File: src/hlcs_pkg.sv
// Package for the host link control and status register bank.
// Assumes a single 25 MHz clock and an Avalon-MM slave with byte addresses.
package hlcs_pkg;
  timeunit 1ns;
  timeprecision 1ps;

  // Clock rate and soft restart duration
  localparam int unsigned CLK_MHZ           = 25;
  localparam int unsigned RESTART_NS        = 1000;
  localparam int unsigned RESTART_CYCLES    = (RESTART_NS * CLK_MHZ + 999) / 1000;

  // Register byte offsets
  localparam logic [5:0] OFS_ROM_MAP        = 6'h00;
  localparam logic [5:0] OFS_LOG_UPPER      = 6'h04;
  localparam logic [5:0] OFS_LOG_LOWER      = 6'h08;
  localparam logic [5:0] OFS_VENDOR         = 6'h0c;
  localparam logic [5:0] OFS_CTL_SET        = 6'h10;
  localparam logic [5:0] OFS_CTL_CLR        = 6'h14;
  localparam logic [5:0] OFS_NR_BASE        = 6'h18;
  localparam logic [5:0] OFS_NR_COUNT       = 6'h1c;
  localparam logic [5:0] OFS_MC_SELECT      = 6'h20;
  localparam logic [5:0] OFS_MC_GRANT       = 6'h24;
  localparam logic [5:0] OFS_EVENTS         = 6'h28;

  // Control word bit positions
  localparam int unsigned BIT_BIG_ENDIAN    = 30;
  localparam int unsigned BIT_PHY_PROG      = 23;
  localparam int unsigned BIT_ENH_PHY       = 22;
  localparam int unsigned BIT_LINK_POWER    = 19;
  localparam int unsigned BIT_LATE_ALLOW    = 18;
  localparam int unsigned BIT_LINK_ON       = 17;
  localparam int unsigned BIT_SW_RESTART    = 16;

  // Event and node report field positions
  localparam int unsigned BIT_LATE_FAULT    = 8;
  localparam int unsigned BIT_NR_FAULT      = 31;
  localparam int unsigned POS_NR_EPOCH      = 16;
  localparam int unsigned POS_NR_LEN        = 2;

  // Alignments and internal ROM span
  localparam int unsigned ROM_ALIGN_BITS    = 10;
  localparam int unsigned NR_ALIGN_BITS     = 11;
  localparam logic [9:0]  ROM_INTERNAL_BYTES = 10'h014;

  // Reset values
  localparam logic [7:0]  RST_RESTART_CNT   = 8'(RESTART_CYCLES);
  localparam logic        RST_LINK_ON       = 1'b0;
  localparam logic        RST_LINK_POWER    = 1'b0;

  typedef enum logic [1:0] {
    HLCS_RUN     = 2'b01,
    HLCS_RESTART = 2'b10
  } hlcs_mode_e;

endpackage

File: src/hlcs_regs.sv
// Host link control and status register bank with Avalon-MM slave port.
// Link side event inputs are synchronous to clock_in and one cycle wide.
// Contexts requesting multi-channel receive are driven from same-clock logic.
//
// The implementer's own choices: the Avalon-MM slave port and the register addresses.

// Operation
// RQ1: ROM mapping base keeps only address bits aligned to 1024 bytes.
// RQ2: First 20 bytes of configuration ROM come from internal storage.
// RQ3: Software writes ROM mapping base before setting link on.
// RQ4: Host bus error on late store logs source and offset, then raises flag.
// RQ5: Log captures only while late store allow is set; writing one enables.
// RQ6: Fault log is a four entry first-in first-out store.
// RQ7: Software reads upper, lower, clears flag; repeats while flag stays set.
// RQ8: Upper log word holds source node in 31:16, offset upper in 15:0, read-only.
// RQ9: Vendor word read-only: fixed extra field 31:24, organisation code 23:0.
// RQ10: Software sets byte order and late store allow only while link off.
// RQ11: Bit 30 one selects big-endian, zero selects little-endian handling.
// RQ12: Bit 23 always reads zero, bit 22 always reads one.
// RQ13: Link on clears automatically on bus disconnect.
// RQ14: Writing one to bit 19 powers the link layer; resets to zero.
// RQ15: Writing one to bit 17 enables the link; resets to zero.
// RQ16: Writing bit 16 starts soft restart; reads one during any reset.
// RQ17: Node report count bit 31 sets on node report store error.
// RQ18: Node report epoch in 23:16 increments on every bus reset.
// RQ19: Node report length in 12:2 gives quadlets, clears on bus reset.
// RQ20: Node report buffer base is aligned to 2048 bytes.
// RQ21: Multi-channel select serves one context, lowest numbered requester wins.
// RQ22: Software sets fill and header bits; match field ignored in that mode.
// RQ23: Late store fault is event bit 8, set on error after completion ack.
module hlcs_regs #(
  parameter int unsigned   LOG_DEPTH    = 4,
  parameter int unsigned   NUM_CTX      = 4,
  parameter logic [7:0]    VENDOR_EXTRA = 8'h5a,    // Arbitrary value
  parameter logic [23:0]   ORG_CODE     = 24'h3c1e07 // Arbitrary value
) (
  // Clock, reset and Avalon-MM slave
  input  wire logic          clock_in,
  input  wire logic          nrst_in,
  input  wire logic [5:0]    address_in,
  input  wire logic          read_in,
  input  wire logic          write_in,
  input  wire logic [31:0]   writedata_in,
  input  wire logic [3:0]    byteenable_in,
  output logic [31:0]        readdata_out,
  output logic               waitrequest_out,
  // Link layer status and fetch requests, same clock
  input  wire logic          late_store_err_in,
  input  wire logic [15:0]   originator_node_in,
  input  wire logic [47:0]   fault_offset_in,
  input  wire logic          bus_reset_in,
  input  wire logic          disconnect_in,
  input  wire logic          node_report_store_fault_in,
  input  wire logic          node_report_done_in,
  input  wire logic [10:0]   node_report_length_in,
  input  wire logic [9:0]    rom_fetch_offset_in,
  input  wire logic [3:0]    multi_channel_rx_on_in,
  // Mapping, control and status levels
  output logic               rom_from_internal_out,
  output logic [31:0]        rom_map_base_out,
  output logic [31:0]        node_report_base_out,
  output logic               big_endian_select_out,
  output logic               link_power_on_out,
  output logic               late_store_allow_out,
  output logic               link_on_out,
  output logic               sw_restart_out,
  output logic               late_store_fault_flag_out,
  output logic [31:0]        rx_multichannel_select_out,
  output logic [3:0]         multi_channel_grant_out
);
  timeunit 1ns;
  timeprecision 1ps;

  // Pointer and count widths are sized for a four-entry log
  if (LOG_DEPTH != 4)
  begin : g_depth_check
    $error("hlcs_regs: LOG_DEPTH must be 4");
  end
  // The request port and grant chain serve exactly four contexts
  if (NUM_CTX != 4)
  begin : g_ctx_check
    $error("hlcs_regs: NUM_CTX must be 4");
  end

  typedef struct packed {
    // Restart sequencing and bus handshake
    hlcs_pkg::hlcs_mode_e mode;
    logic                 ack;
    logic [31:0]          rdata;
    // Software controlled configuration
    logic [21:0]          rom_base;
    logic [20:0]          nr_base;
    logic                 big_endian;
    logic                 link_power;
    logic                 late_allow;
    logic                 link_on;
    logic [7:0]           restart_cnt;
    // Node report status and multi-channel select
    logic                 nr_fault;
    logic [7:0]           nr_epoch;
    logic [10:0]          nr_len;
    logic [31:0]          mc_select;
    // Late store fault event and log
    logic                 fault_flag;
    logic [3:0][15:0]     log_src;
    logic [3:0][47:0]     log_off;
    logic [1:0]           wp;
    logic [1:0]           rp;
    logic [2:0]           count;
  } hlcs_state_s;

  hlcs_state_s s_q;
  hlcs_state_s s_d;

  logic        req;
  logic        wr_go;
  logic        rd_go;
  logic [31:0] ctl_word;
  logic [31:0] rd_mux;
  logic [31:0] wmask;
  logic [31:0] wval;
  logic [3:0]  grant;
  logic [3:0]  lower_req;
  logic        do_push;
  logic        do_pop;
  logic        ev_clear;
  logic        restarting;
  logic [2:0]  count_next;

  // One wait cycle per access keeps read data registered
  assign req             = read_in | write_in;
  assign waitrequest_out = req & ~s_q.ack;
  assign wr_go           = write_in & s_q.ack;
  assign rd_go           = read_in & s_q.ack;
  assign restarting      = (s_q.mode == hlcs_pkg::HLCS_RESTART);

  // Disabled lanes write as zero, so set and clear leave them alone
  for (genvar b = 0; b < 4; b++)
  begin : g_lane
    assign wmask[b*8 +: 8] = {8{byteenable_in[b]}};
  end
  assign wval = writedata_in & wmask;

  always_comb
  begin
    ctl_word = 32'h0000_0000;
    ctl_word[hlcs_pkg::BIT_BIG_ENDIAN] = s_q.big_endian;   // [RQ11]
    ctl_word[hlcs_pkg::BIT_PHY_PROG]   = 1'b0;             // [RQ12]
    ctl_word[hlcs_pkg::BIT_ENH_PHY]    = 1'b1;             // [RQ12]
    ctl_word[hlcs_pkg::BIT_LINK_POWER] = s_q.link_power;
    ctl_word[hlcs_pkg::BIT_LATE_ALLOW] = s_q.late_allow;
    ctl_word[hlcs_pkg::BIT_LINK_ON]    = s_q.link_on;
    ctl_word[hlcs_pkg::BIT_SW_RESTART] = restarting;       // [RQ16]
  end

  // Lowest numbered requesting context owns the multi-channel select
  for (genvar c = 0; c < NUM_CTX; c++)
  begin : g_ctx
    if (c == 0)
    begin : g_first
      assign lower_req[c] = 1'b0;
    end
    else
    begin : g_rest
      assign lower_req[c] = lower_req[c-1] | multi_channel_rx_on_in[c-1];
    end
    assign grant[c] = multi_channel_rx_on_in[c] & ~lower_req[c];  // [RQ21]
  end

  // Captured in the wait cycle, so a popping read returns the entry it retires
  always_comb
  begin
    rd_mux = 32'h0000_0000;
    case (address_in)
      hlcs_pkg::OFS_ROM_MAP:
        rd_mux = {s_q.rom_base, 10'h000};
      hlcs_pkg::OFS_LOG_UPPER:
        rd_mux = {s_q.log_src[s_q.rp], s_q.log_off[s_q.rp][47:32]};  // [RQ8]
      hlcs_pkg::OFS_LOG_LOWER:
        rd_mux = s_q.log_off[s_q.rp][31:0];
      hlcs_pkg::OFS_VENDOR:
        rd_mux = {VENDOR_EXTRA, ORG_CODE};                  // [RQ9]
      hlcs_pkg::OFS_CTL_SET,
      hlcs_pkg::OFS_CTL_CLR:
        rd_mux = ctl_word;
      hlcs_pkg::OFS_NR_BASE:
        rd_mux = {s_q.nr_base, 11'h000};
      hlcs_pkg::OFS_NR_COUNT:
        rd_mux = {s_q.nr_fault, 7'h00, s_q.nr_epoch, 3'h0, s_q.nr_len, 2'h0};
      hlcs_pkg::OFS_MC_SELECT:
        rd_mux = s_q.mc_select;
      hlcs_pkg::OFS_MC_GRANT:
        rd_mux = {24'h000000, grant, multi_channel_rx_on_in};
      hlcs_pkg::OFS_EVENTS:
        rd_mux = 32'(s_q.fault_flag) << hlcs_pkg::BIT_LATE_FAULT;
      default:
        rd_mux = 32'h0000_0000;
    endcase
  end

  // Capture only with logging allowed and room left; overflow entries are lost
  assign do_push  = late_store_err_in & s_q.late_allow &
                    (s_q.count != 3'(LOG_DEPTH));           // [RQ4] [RQ5]
  // Reading the lower word retires the oldest entry
  assign do_pop   = rd_go & (address_in == hlcs_pkg::OFS_LOG_LOWER) &
                    (s_q.count != 3'h0);                    // [RQ6]
  assign ev_clear = wr_go & (address_in == hlcs_pkg::OFS_EVENTS) &
                    wval[hlcs_pkg::BIT_LATE_FAULT];

  always_comb
  begin
    count_next = s_q.count;
    if (do_push & ~do_pop)
      count_next = s_q.count + 3'h1;
    else if (do_pop & ~do_push)
      count_next = s_q.count - 3'h1;
  end

  always_comb
  begin
    s_d       = s_q;
    s_d.ack   = req & ~s_q.ack;
    if (req & ~s_q.ack)
      s_d.rdata = rd_mux;

    if (wr_go)
    begin
      case (address_in)
        hlcs_pkg::OFS_ROM_MAP:
          s_d.rom_base = wval[31:hlcs_pkg::ROM_ALIGN_BITS];  // [RQ1]
        hlcs_pkg::OFS_NR_BASE:
          s_d.nr_base = wval[31:hlcs_pkg::NR_ALIGN_BITS];    // [RQ20]
        hlcs_pkg::OFS_MC_SELECT:
          s_d.mc_select = wval;
        hlcs_pkg::OFS_CTL_SET:
        begin
          if (wval[hlcs_pkg::BIT_BIG_ENDIAN])
            s_d.big_endian = 1'b1;                           // [RQ11]
          if (wval[hlcs_pkg::BIT_LINK_POWER])
            s_d.link_power = 1'b1;                           // [RQ14]
          if (wval[hlcs_pkg::BIT_LATE_ALLOW])
            s_d.late_allow = 1'b1;                           // [RQ5]
          if (wval[hlcs_pkg::BIT_LINK_ON])
            s_d.link_on = 1'b1;                              // [RQ15]
        end
        hlcs_pkg::OFS_CTL_CLR:
        begin
          if (wval[hlcs_pkg::BIT_BIG_ENDIAN])
            s_d.big_endian = 1'b0;
          if (wval[hlcs_pkg::BIT_LINK_POWER])
            s_d.link_power = 1'b0;
          if (wval[hlcs_pkg::BIT_LATE_ALLOW])
            s_d.late_allow = 1'b0;
          if (wval[hlcs_pkg::BIT_LINK_ON])
            s_d.link_on = 1'b0;
        end
        default:
        begin
        end
      endcase
    end

    // A disconnect overrides any link on write in the same cycle
    if (disconnect_in)
      s_d.link_on = 1'b0;                                    // [RQ13]

    // Log store
    if (do_push)
    begin
      s_d.log_src[s_q.wp] = originator_node_in;              // [RQ4]
      s_d.log_off[s_q.wp] = fault_offset_in;
      s_d.wp              = s_q.wp + 2'h1;
    end
    if (do_pop)
      s_d.rp = s_q.rp + 2'h1;
    s_d.count = count_next;

    // Clear holds off while entries remain, so software loops; a new error wins
    if (ev_clear & (count_next == 3'h0))
      s_d.fault_flag = 1'b0;                                 // [RQ7]
    if (late_store_err_in & s_q.late_allow)
      s_d.fault_flag = 1'b1;                                 // [RQ23] [RQ4]

    // Node report status
    if (node_report_done_in)
      s_d.nr_len = node_report_length_in;
    if (bus_reset_in)
    begin
      s_d.nr_epoch = s_q.nr_epoch + 8'h01;                   // [RQ18]
      s_d.nr_len   = 11'h000;                                // [RQ19]
      s_d.nr_fault = 1'b0;
    end
    if (node_report_store_fault_in)
      s_d.nr_fault = 1'b1;                                   // [RQ17]

    case (s_q.mode)
      hlcs_pkg::HLCS_RUN:
      begin
        if (wr_go & (address_in == hlcs_pkg::OFS_CTL_SET) &
            wval[hlcs_pkg::BIT_SW_RESTART])
        begin
          s_d.mode        = hlcs_pkg::HLCS_RESTART;          // [RQ16]
          s_d.restart_cnt = hlcs_pkg::RST_RESTART_CNT;
        end
      end
      hlcs_pkg::HLCS_RESTART:
      begin
        // Soft restart drops the link and flushes the log; bases survive
        s_d.link_on    = 1'b0;
        s_d.link_power = 1'b0;
        s_d.fault_flag = 1'b0;
        s_d.wp         = 2'h0;
        s_d.rp         = 2'h0;
        s_d.count      = 3'h0;
        if (s_q.restart_cnt == 8'h00)
          s_d.mode = hlcs_pkg::HLCS_RUN;
        else
          s_d.restart_cnt = s_q.restart_cnt - 8'h01;
      end
      default:
        s_d.mode = hlcs_pkg::HLCS_RUN;
    endcase
  end

  // Reset parks in restart so software sees bit 16 until the count expires
  always_ff @(posedge clock_in)
  begin
    if (!nrst_in)
    begin
      s_q             <= '0;
      s_q.mode        <= hlcs_pkg::HLCS_RESTART;             // [RQ16]
      s_q.restart_cnt <= hlcs_pkg::RST_RESTART_CNT;
      s_q.link_on     <= hlcs_pkg::RST_LINK_ON;              // [RQ15]
      s_q.link_power  <= hlcs_pkg::RST_LINK_POWER;           // [RQ14]
    end
    else
      s_q <= s_d;
  end

  // Offsets under 20 bytes bypass the host memory mapping
  assign rom_from_internal_out = (rom_fetch_offset_in < hlcs_pkg::ROM_INTERNAL_BYTES); // [RQ2]

  assign readdata_out               = s_q.rdata;
  assign rom_map_base_out           = {s_q.rom_base, 10'h000};
  assign node_report_base_out       = {s_q.nr_base, 11'h000};
  assign big_endian_select_out      = s_q.big_endian;
  assign link_power_on_out          = s_q.link_power;
  assign late_store_allow_out       = s_q.late_allow;
  assign link_on_out                = s_q.link_on;
  assign sw_restart_out             = restarting;
  assign late_store_fault_flag_out  = s_q.fault_flag;
  // Select reaches the fabric only for a granted context
  assign rx_multichannel_select_out = (grant != 4'h0) ? s_q.mc_select : 32'h0000_0000; // [RQ21]
  assign multi_channel_grant_out    = grant;

endmodule

File: config.mk
export PLATFORM = sky130hd
export DESIGN_NAME = hlcs_regs
export DESIGN_NICKNAME = d
export VERILOG_FILES = /design/src/hlcs_pkg.sv /design/src/hlcs_regs.sv
export SDC_FILE = /design/constraint.sdc
export NUM_CORES = 1
export LEC_CHECK = 0
export BUFFER_PORTS_ARGS = -buffer_cell sky130_fd_sc_hd__buf_2
export CORE_AREA = 5 5 184 186
export DETAILED_ROUTE_END_ITERATION = 16
export DIE_AREA = 0 0 189 191
export GPL_ROUTABILITY_DRIVEN = 0
export GPL_TIMING_DRIVEN = 0
export PLACE_DENSITY = 0.85
export SLEW_MARGIN = 30
export SYNTH_ARGS = -nofsm -noshare
export SYNTH_HDL_FRONTEND = slang
export SYNTH_SLANG_ARGS = --single-unit
File: constraint.sdc
create_clock -name clock_in -period 2.56 [get_ports clock_in]
set_input_delay 0 -clock clock_in [delete_from_list [all_inputs] [get_ports clock_in]]
set_output_delay 0 -clock clock_in [all_outputs]
set_load 0.05 [all_outputs]
; ---- Word level (Yosys, flattened, before mapping)
; Cells that the tools add are included.
[word_totals]
latch_bits = 0
input_bits = 140
regBits = 406
rom_bits = 0
n_memories = 0
ramBits = 0
out_inout_bits = 140
wordCells = 145
[classes]
multipliers = 0
n_reduce_logical = 23
eq_ne = 24
n_mux = 34
shift = 0
add_sub_neg = 6
n_div = 0
bitwise = 28
order_cmp = 4
[ops]
columns = cell, count
row1 = $pmux 32 s10, 1
row2 = $bwmux 192, 1
row3 = $bmux 48 s2, 1
row4 = $demux 48 s2, 1
row5 = $mux 48, 2
row6 = $bwmux 64, 1
row7 = $and 32x32->32, 1
row8 = $bmux 16 s2, 1
row9 = $demux 16 s2, 1
row10 = $mux 16, 2
row11 = $mux 32, 1
row12 = $eq 6x5->1 const B, 4
row13 = $mux 20, 1
row14 = $ne 2x2->1 const B, 10
row15 = $eq 6x6->1 const B, 3
row16 = $and 1x1->1, 17
row17 = $mux 8, 2
row18 = $pmux 8 s2, 1
row19 = $reduce_and 4->1, 4
row20 = $eq 6x4->1 const B, 2
row21 = $mux 1, 11
row22 = $mux 11, 1
row23 = $lt 10x5->1 const B, 1
row24 = $add 8x1->8 const B, 1
row25 = 28 further kinds, 48

; ---- Logic depth before layout (Yosys ltp)
[depth]
word_depth = 10
depth_mapped = 9
mapped_depth_nobuf = 7

; ---- Worst setup path before layout
; OpenSTA, ideal clock, no wires.
[synth_timing]
kind = register -> register
start = reg s_q[3] (netlist name)
end = reg s_q (netlist bit readdata_out[18])
path_stages_with_launch = 8
arrival_ns = 1.860
period_less_slack_ns = 1.974
path_slack_ns = 0.586
t_required_ns = 2.446
setup_ns = 0.114
n_path_buf = 3
cell_sequence = dfxtp_1 buf_2 buf_2 buf_2 mux4_2 a22oi_1 a31oi_1 a21o_1
[synth_via]
elab_chain_len = 3
elab_cells_between_ends = 5
cone_classes = mux: 5
[synth_lines]
columns = element, line_no
row1 = from (decl), hlcs_regs.sv:112  ; hlcs_state_s s_q;
row2 = $bmux 48 s2 / $bmux 16 s2 (equally long branches), "hlcs_regs.sv:180, hlcs_regs.sv:178"
row3 = $mux 48 (implied by the code) / $mux 16 (equally long branches), "hlcs_regs.sv:180, hlcs_regs.sv:178"
row4 = $pmux 32 s10 *, hlcs_regs.sv:174  ; case (address_in)
; Every way passes the cells marked *; elsewhere a longest branch is shown, timed or not. The select of a mux whose other input is x is not followed.
; A chain may end at the register's enable or synchronous reset.

; ---- Worst setup path in the final report
[layout_timing]
start = reg s_q[4] (netlist name)
end = reg s_q (netlist bit readdata_out[4])
[layout_via]
elab_chain_len = 3
[layout_lines]
columns = element, line_no
row1 = $bmux 48 s2, "hlcs_regs.sv:178, hlcs_regs.sv:180"
row2 = $mux 48 (implied by the code), hlcs_regs.sv:180  ; rd_mux = s_q.log_off[s_q.rp][31:0];
row3 = $pmux 32 s10, hlcs_regs.sv:174
; No other way between the ends. The select of a mux whose other input is x is not followed.

==> results summary <==
The flow ran to the end, but the final reports show violations. The final reports fail on negative hold slack. The core box area came out at 32100 um2.

STA classifies the critical path startpoint as a register. The count of buffers added by post-CTS timing repair for setup is 0. The storage element area came out at 8130 um2. The critical path data required time came out at 2.99 ns. The final critical path takes up 98.8% of the cycle. The maximum frequency from static timing analysis is 0.395 GHz. The initial antenna violation count is 3. Among all flip-flop cells after synthesis, the most frequent one is sky130_fd_sc_hd__dfxtp_1. The number of DRC violations after detailed-routing iteration 0 came out at 2738. The HPWL reported at the end of detailed placement is 46.6 mm. The detailed-router iteration count before antenna repair is 7. The total clock sinks came out at 406.

The cell count of the worst hold path came out at 5. The footprint of the multi-input gates is 8490 um2. The average instance in the mapped netlist occupies 8.38 um2.

The row count came out at 66. Clock latency on the worst-skew pair, taken at its later pin, is 0.54 ns. The data arrival time at the worst-slack endpoint is 2.95 ns. The via count of the first global-routing pass was 18128.

Counting along the longest clock path gives a buffer depth of 3. The worst slew margin relative to its limit is 44.6%. The proportion of synthesized flip-flops having asynchronous set or reset is 0%. The min-delay analysis places its worst path in the category in2reg. The number of instances in the synthesized netlist came out at 2137.

The I/O pin count came out at 280. The highest ir drop seen on vdd came out at 0.000512 V. The layout cell share with drive strength beyond 1 is 20.6%. The design area came out at 22500 um2.

The horizontal die dimension came out at 189 um. The flop and latch count out of synthesis came out at 406. For this run, the register share of the synthesized area comes to 45.4%. In this run the static leakage power is 8.55 nW.

In this run the vertical extent of the chip is 191 um. In this run the critical register-to-register path is captured at readdata_out[4]. The number of synthesis warnings is 0. The number of enable flip-flop cells after synthesis came out at 0. The number of CTS-inserted buffers is 41.

The final route contains 18666 vias. The worst setup path is captured at a register. The highest fanout seen on the critical path is 10.

The critical path is of the reg2reg type. The final count of negative-setup-slack endpoints came out at 0. The worst clock skew is 0.0119 ns. The endpoint of the worst hold-timing path is s_q[6]. The number of fillers in the final layout came out at 2363. Relative to the synthesized area, the layout overhead comes to 25.7%. The final core utilization is 70.1%. The clock transition at the register clock pins on the worst setup and hold paths after CTS came out at 0.07 ns. The DRC violations left came out at 0. The via density per instance is 6.18. The floorplan step defined a die boundary enclosing 36100 um2. The initial standard-cell utilization of the core is 55.7%.

The depth of the most critical reg-to-reg path is 6. The netlist area before placement is 17900 um2. The max-capacitance violation count is 0. The maximum level of the CTS H-tree came out at 2. For this design the ratio of total power to cell area is 600 nW/um2.

The measured slew at the worst slew-check pin is 0.828 ns. The number of hold-slack violations in the final timing report is 1. The global-route usage over all layers came out at 35.3%.

In this run the register-to-register setup slack is 0.03 ns. The overflow left after global routing is 0. The source of the worst hold timing path is late_store_err_in. The count of final max-slew check failures is 0. In this run the critical register-to-register path is launched from s_q[4]. The TritonCTS clock tree is yes.

Once detail routing completed, the nets flagged for antenna violations numbered 0. The net count of the finished layout is 2730. The first-pass GRT wire length is 100 mm. The maximum number of pins on one net before global-route repair is 15.

In this run the clock root is driven by a sky130_fd_sc_hd__clkbuf_16. The placed instances occupy a cell area of 19800 um2. After synthesis, the netlist uses 60 different library cells. The number of I/O port buffers is 251. The clock period minus worst slack is 2.53 ns. The final routed wirelength across all metal layers is 66.8 mm. The wire length per cell came out at 22.1 um. Hold timing on the final database bottoms out at a slack of -0.0110 ns.
## per-stage QoR
| stage | cells | TNS (ns) | total power (W) | setup slack [ns] |
|---|---|---|---|---|
| final | 3018 | 0 | 0.0135 | 0.0307 |
| after global routing | 3016 | -0.00453 | 0.0138 | -0.00453 |
| after CTS | 3017 | -0.132 | 0.0134 | -0.0378 |
| after detailed placement | 2816 | -1.55 | 0.00732 | -0.283 |
| after global placement | 2816 | -1.69 | 0.00730 | -0.273 |
| after floorplan | 2157 | 0 | 0.00698 | 0.586 |
## critical path: stages, from the launching register on
cell and delay, ns:
sky130_fd_sc_hd__dfxtp_1 0.32, sky130_fd_sc_hd__buf_2 0.35, sky130_fd_sc_hd__buf_2 0.45, sky130_fd_sc_hd__mux4_2 0.44, sky130_fd_sc_hd__a22oi_1 0.46, sky130_fd_sc_hd__a31oi_1 0.20
sky130_fd_sc_hd__a21o_1 0.18
## what timing repair did
item / in CTS / in global routing
endpoints found under the hold margin: 353 / 0
endpoints found under the setup margin: 49 / 255
hold buffers: 133 / 0
gates resized for setup: 7 / 24
pin swaps: 0 / 1
## placed cells by master, fill, tap and decap left out, types with 20 or more instances in the layout
| cell type | netlist | layout |
|---|---|---|
| sky130_fd_sc_hd__a21oi_1 | 355 | 354 |
| sky130_fd_sc_hd__buf_4 | 97 | 99 |
| sky130_fd_sc_hd__a22oi_1 | 44 | 40 |
| sky130_fd_sc_hd__a31oi_1 | 20 | 20 |
| sky130_fd_sc_hd__nor2b_1 | 38 | 38 |
| sky130_fd_sc_hd__nand3_1 | 75 | 75 |
| sky130_fd_sc_hd__a21o_1 | 29 | 29 |
| sky130_fd_sc_hd__buf_2 | 21 | 271 |
| sky130_fd_sc_hd__clkbuf_1 | 130 | 124 |
| sky130_fd_sc_hd__dlygate4sd3_1 | 0 | 133 |
| sky130_fd_sc_hd__nand2_1 | 630 | 627 |
| sky130_fd_sc_hd__nor2_1 | 44 | 44 |
| sky130_fd_sc_hd__mux4_2 | 64 | 64 |
| sky130_fd_sc_hd__dfxtp_1 | 406 | 405 |
| sky130_fd_sc_hd__clkbuf_16 | 0 | 41 |
| sky130_fd_sc_hd__conb_1 | 1 | 21 |
## worst max-delay path by stage
stage	startpoint	endpoint	slack, ns
after floorplan	s_q[3]	readdata_out[18]	0.59
after global placement	s_q[3]	readdata_out[19]	-0.27
after detailed placement	s_q[3]	readdata_out[19]	-0.28
after CTS	s_q[0]	s_q[91]	-0.04
after global routing	address_in[2]	node_report_base_out[14]	-0.005
final	s_q[4]	readdata_out[4]	0.03
## cell families after synthesis
group	Yosys count	synth area share (%)
and+or+nand+nor	851	20.2
buffers and inverters	274	7.97
adders and majority gates	10	0.699
muxes	77	8.78
other	1	0.0209
xor gates and xnor gates	11	0.538
AOI/OAI and AO/OA	507	16.4
DFF	406	45.4
## area by class of cell
class,instances,share of cell area (%)
diodes,3,0.0333
inverters,13,0.217
repair buffers,384,11.5
clock buffers,54,5.17
well taps,408,2.27
plain buffers,257,6.16
flip-flops and latches,406,36.1
clock inverters,16,0.828
multi-input cells,1477,37.7
## report_power, final
part	internal, W	switching, W
Clock	0.00360	0.00254
Sequential	0.00636	0.0000448
Combinational	0.000355	0.000607
Total	0.0103	0.00319
## Yosys cell counts (3+ instances only)
| master | number | area share (%) |
|---|---|---|
| sky130_fd_sc_hd__a211oi_1 | 5 | 0.21 |
| sky130_fd_sc_hd__a21o_1 | 29 | 1.2 |
| sky130_fd_sc_hd__a21oi_1 | 355 | 9.9 |
| sky130_fd_sc_hd__a221oi_1 | 15 | 0.73 |
| sky130_fd_sc_hd__a222oi_1 | 11 | 0.61 |
| sky130_fd_sc_hd__a22oi_1 | 44 | 1.8 |
| sky130_fd_sc_hd__a311oi_1 | 3 | 0.15 |
| sky130_fd_sc_hd__a31oi_1 | 20 | 0.70 |
| sky130_fd_sc_hd__and2_1 | 13 | 0.45 |
| sky130_fd_sc_hd__and3_1 | 11 | 0.38 |
| sky130_fd_sc_hd__buf_1 | 11 | 0.23 |
| sky130_fd_sc_hd__buf_2 | 21 | 0.59 |
| sky130_fd_sc_hd__buf_4 | 97 | 4.1 |
| sky130_fd_sc_hd__clkbuf_1 | 130 | 2.7 |
| sky130_fd_sc_hd__dfxtp_1 | 406 | 45 |
| sky130_fd_sc_hd__ha_1 | 10 | 0.70 |
| sky130_fd_sc_hd__inv_1 | 11 | 0.23 |
| sky130_fd_sc_hd__mux2i_1 | 13 | 0.73 |
| sky130_fd_sc_hd__mux4_2 | 64 | 8.0 |
| sky130_fd_sc_hd__nand2_1 | 630 | 13 |
| sky130_fd_sc_hd__nand3_1 | 75 | 2.1 |
| sky130_fd_sc_hd__nand4_1 | 3 | 0.10 |
| sky130_fd_sc_hd__nor2_1 | 44 | 0.92 |
| sky130_fd_sc_hd__nor2b_1 | 38 | 1.3 |
| sky130_fd_sc_hd__nor3_1 | 8 | 0.22 |
| sky130_fd_sc_hd__o21ai_0 | 4 | 0.11 |
| sky130_fd_sc_hd__o21ai_1 | 8 | 0.22 |
| sky130_fd_sc_hd__or3_1 | 10 | 0.35 |
| sky130_fd_sc_hd__xnor2_1 | 6 | 0.29 |
| sky130_fd_sc_hd__xor2_1 | 5 | 0.24 |
## registers in the layout, summed over array words and instances, names as in the netlist
name	count
readdata_out	32
s_q	326
link_on_out	1
big_endian_select_out	1
rom_map_base_out	22
late_store_allow_out	1
late_store_fault_flag_out	1
link_power_on_out	1
node_report_base_out	21
## layer usage
layer  global-route usage, %  vias up  part of all wire, %
met3                    9.50      370                   13
met4                    24.5        2                  8.4
li1                        -     8114                    -
met2                    55.9     1511                   44
met5                       0        -                0.030
met1                    41.9     8669                   34
Power figures use the tool's default switching activity.
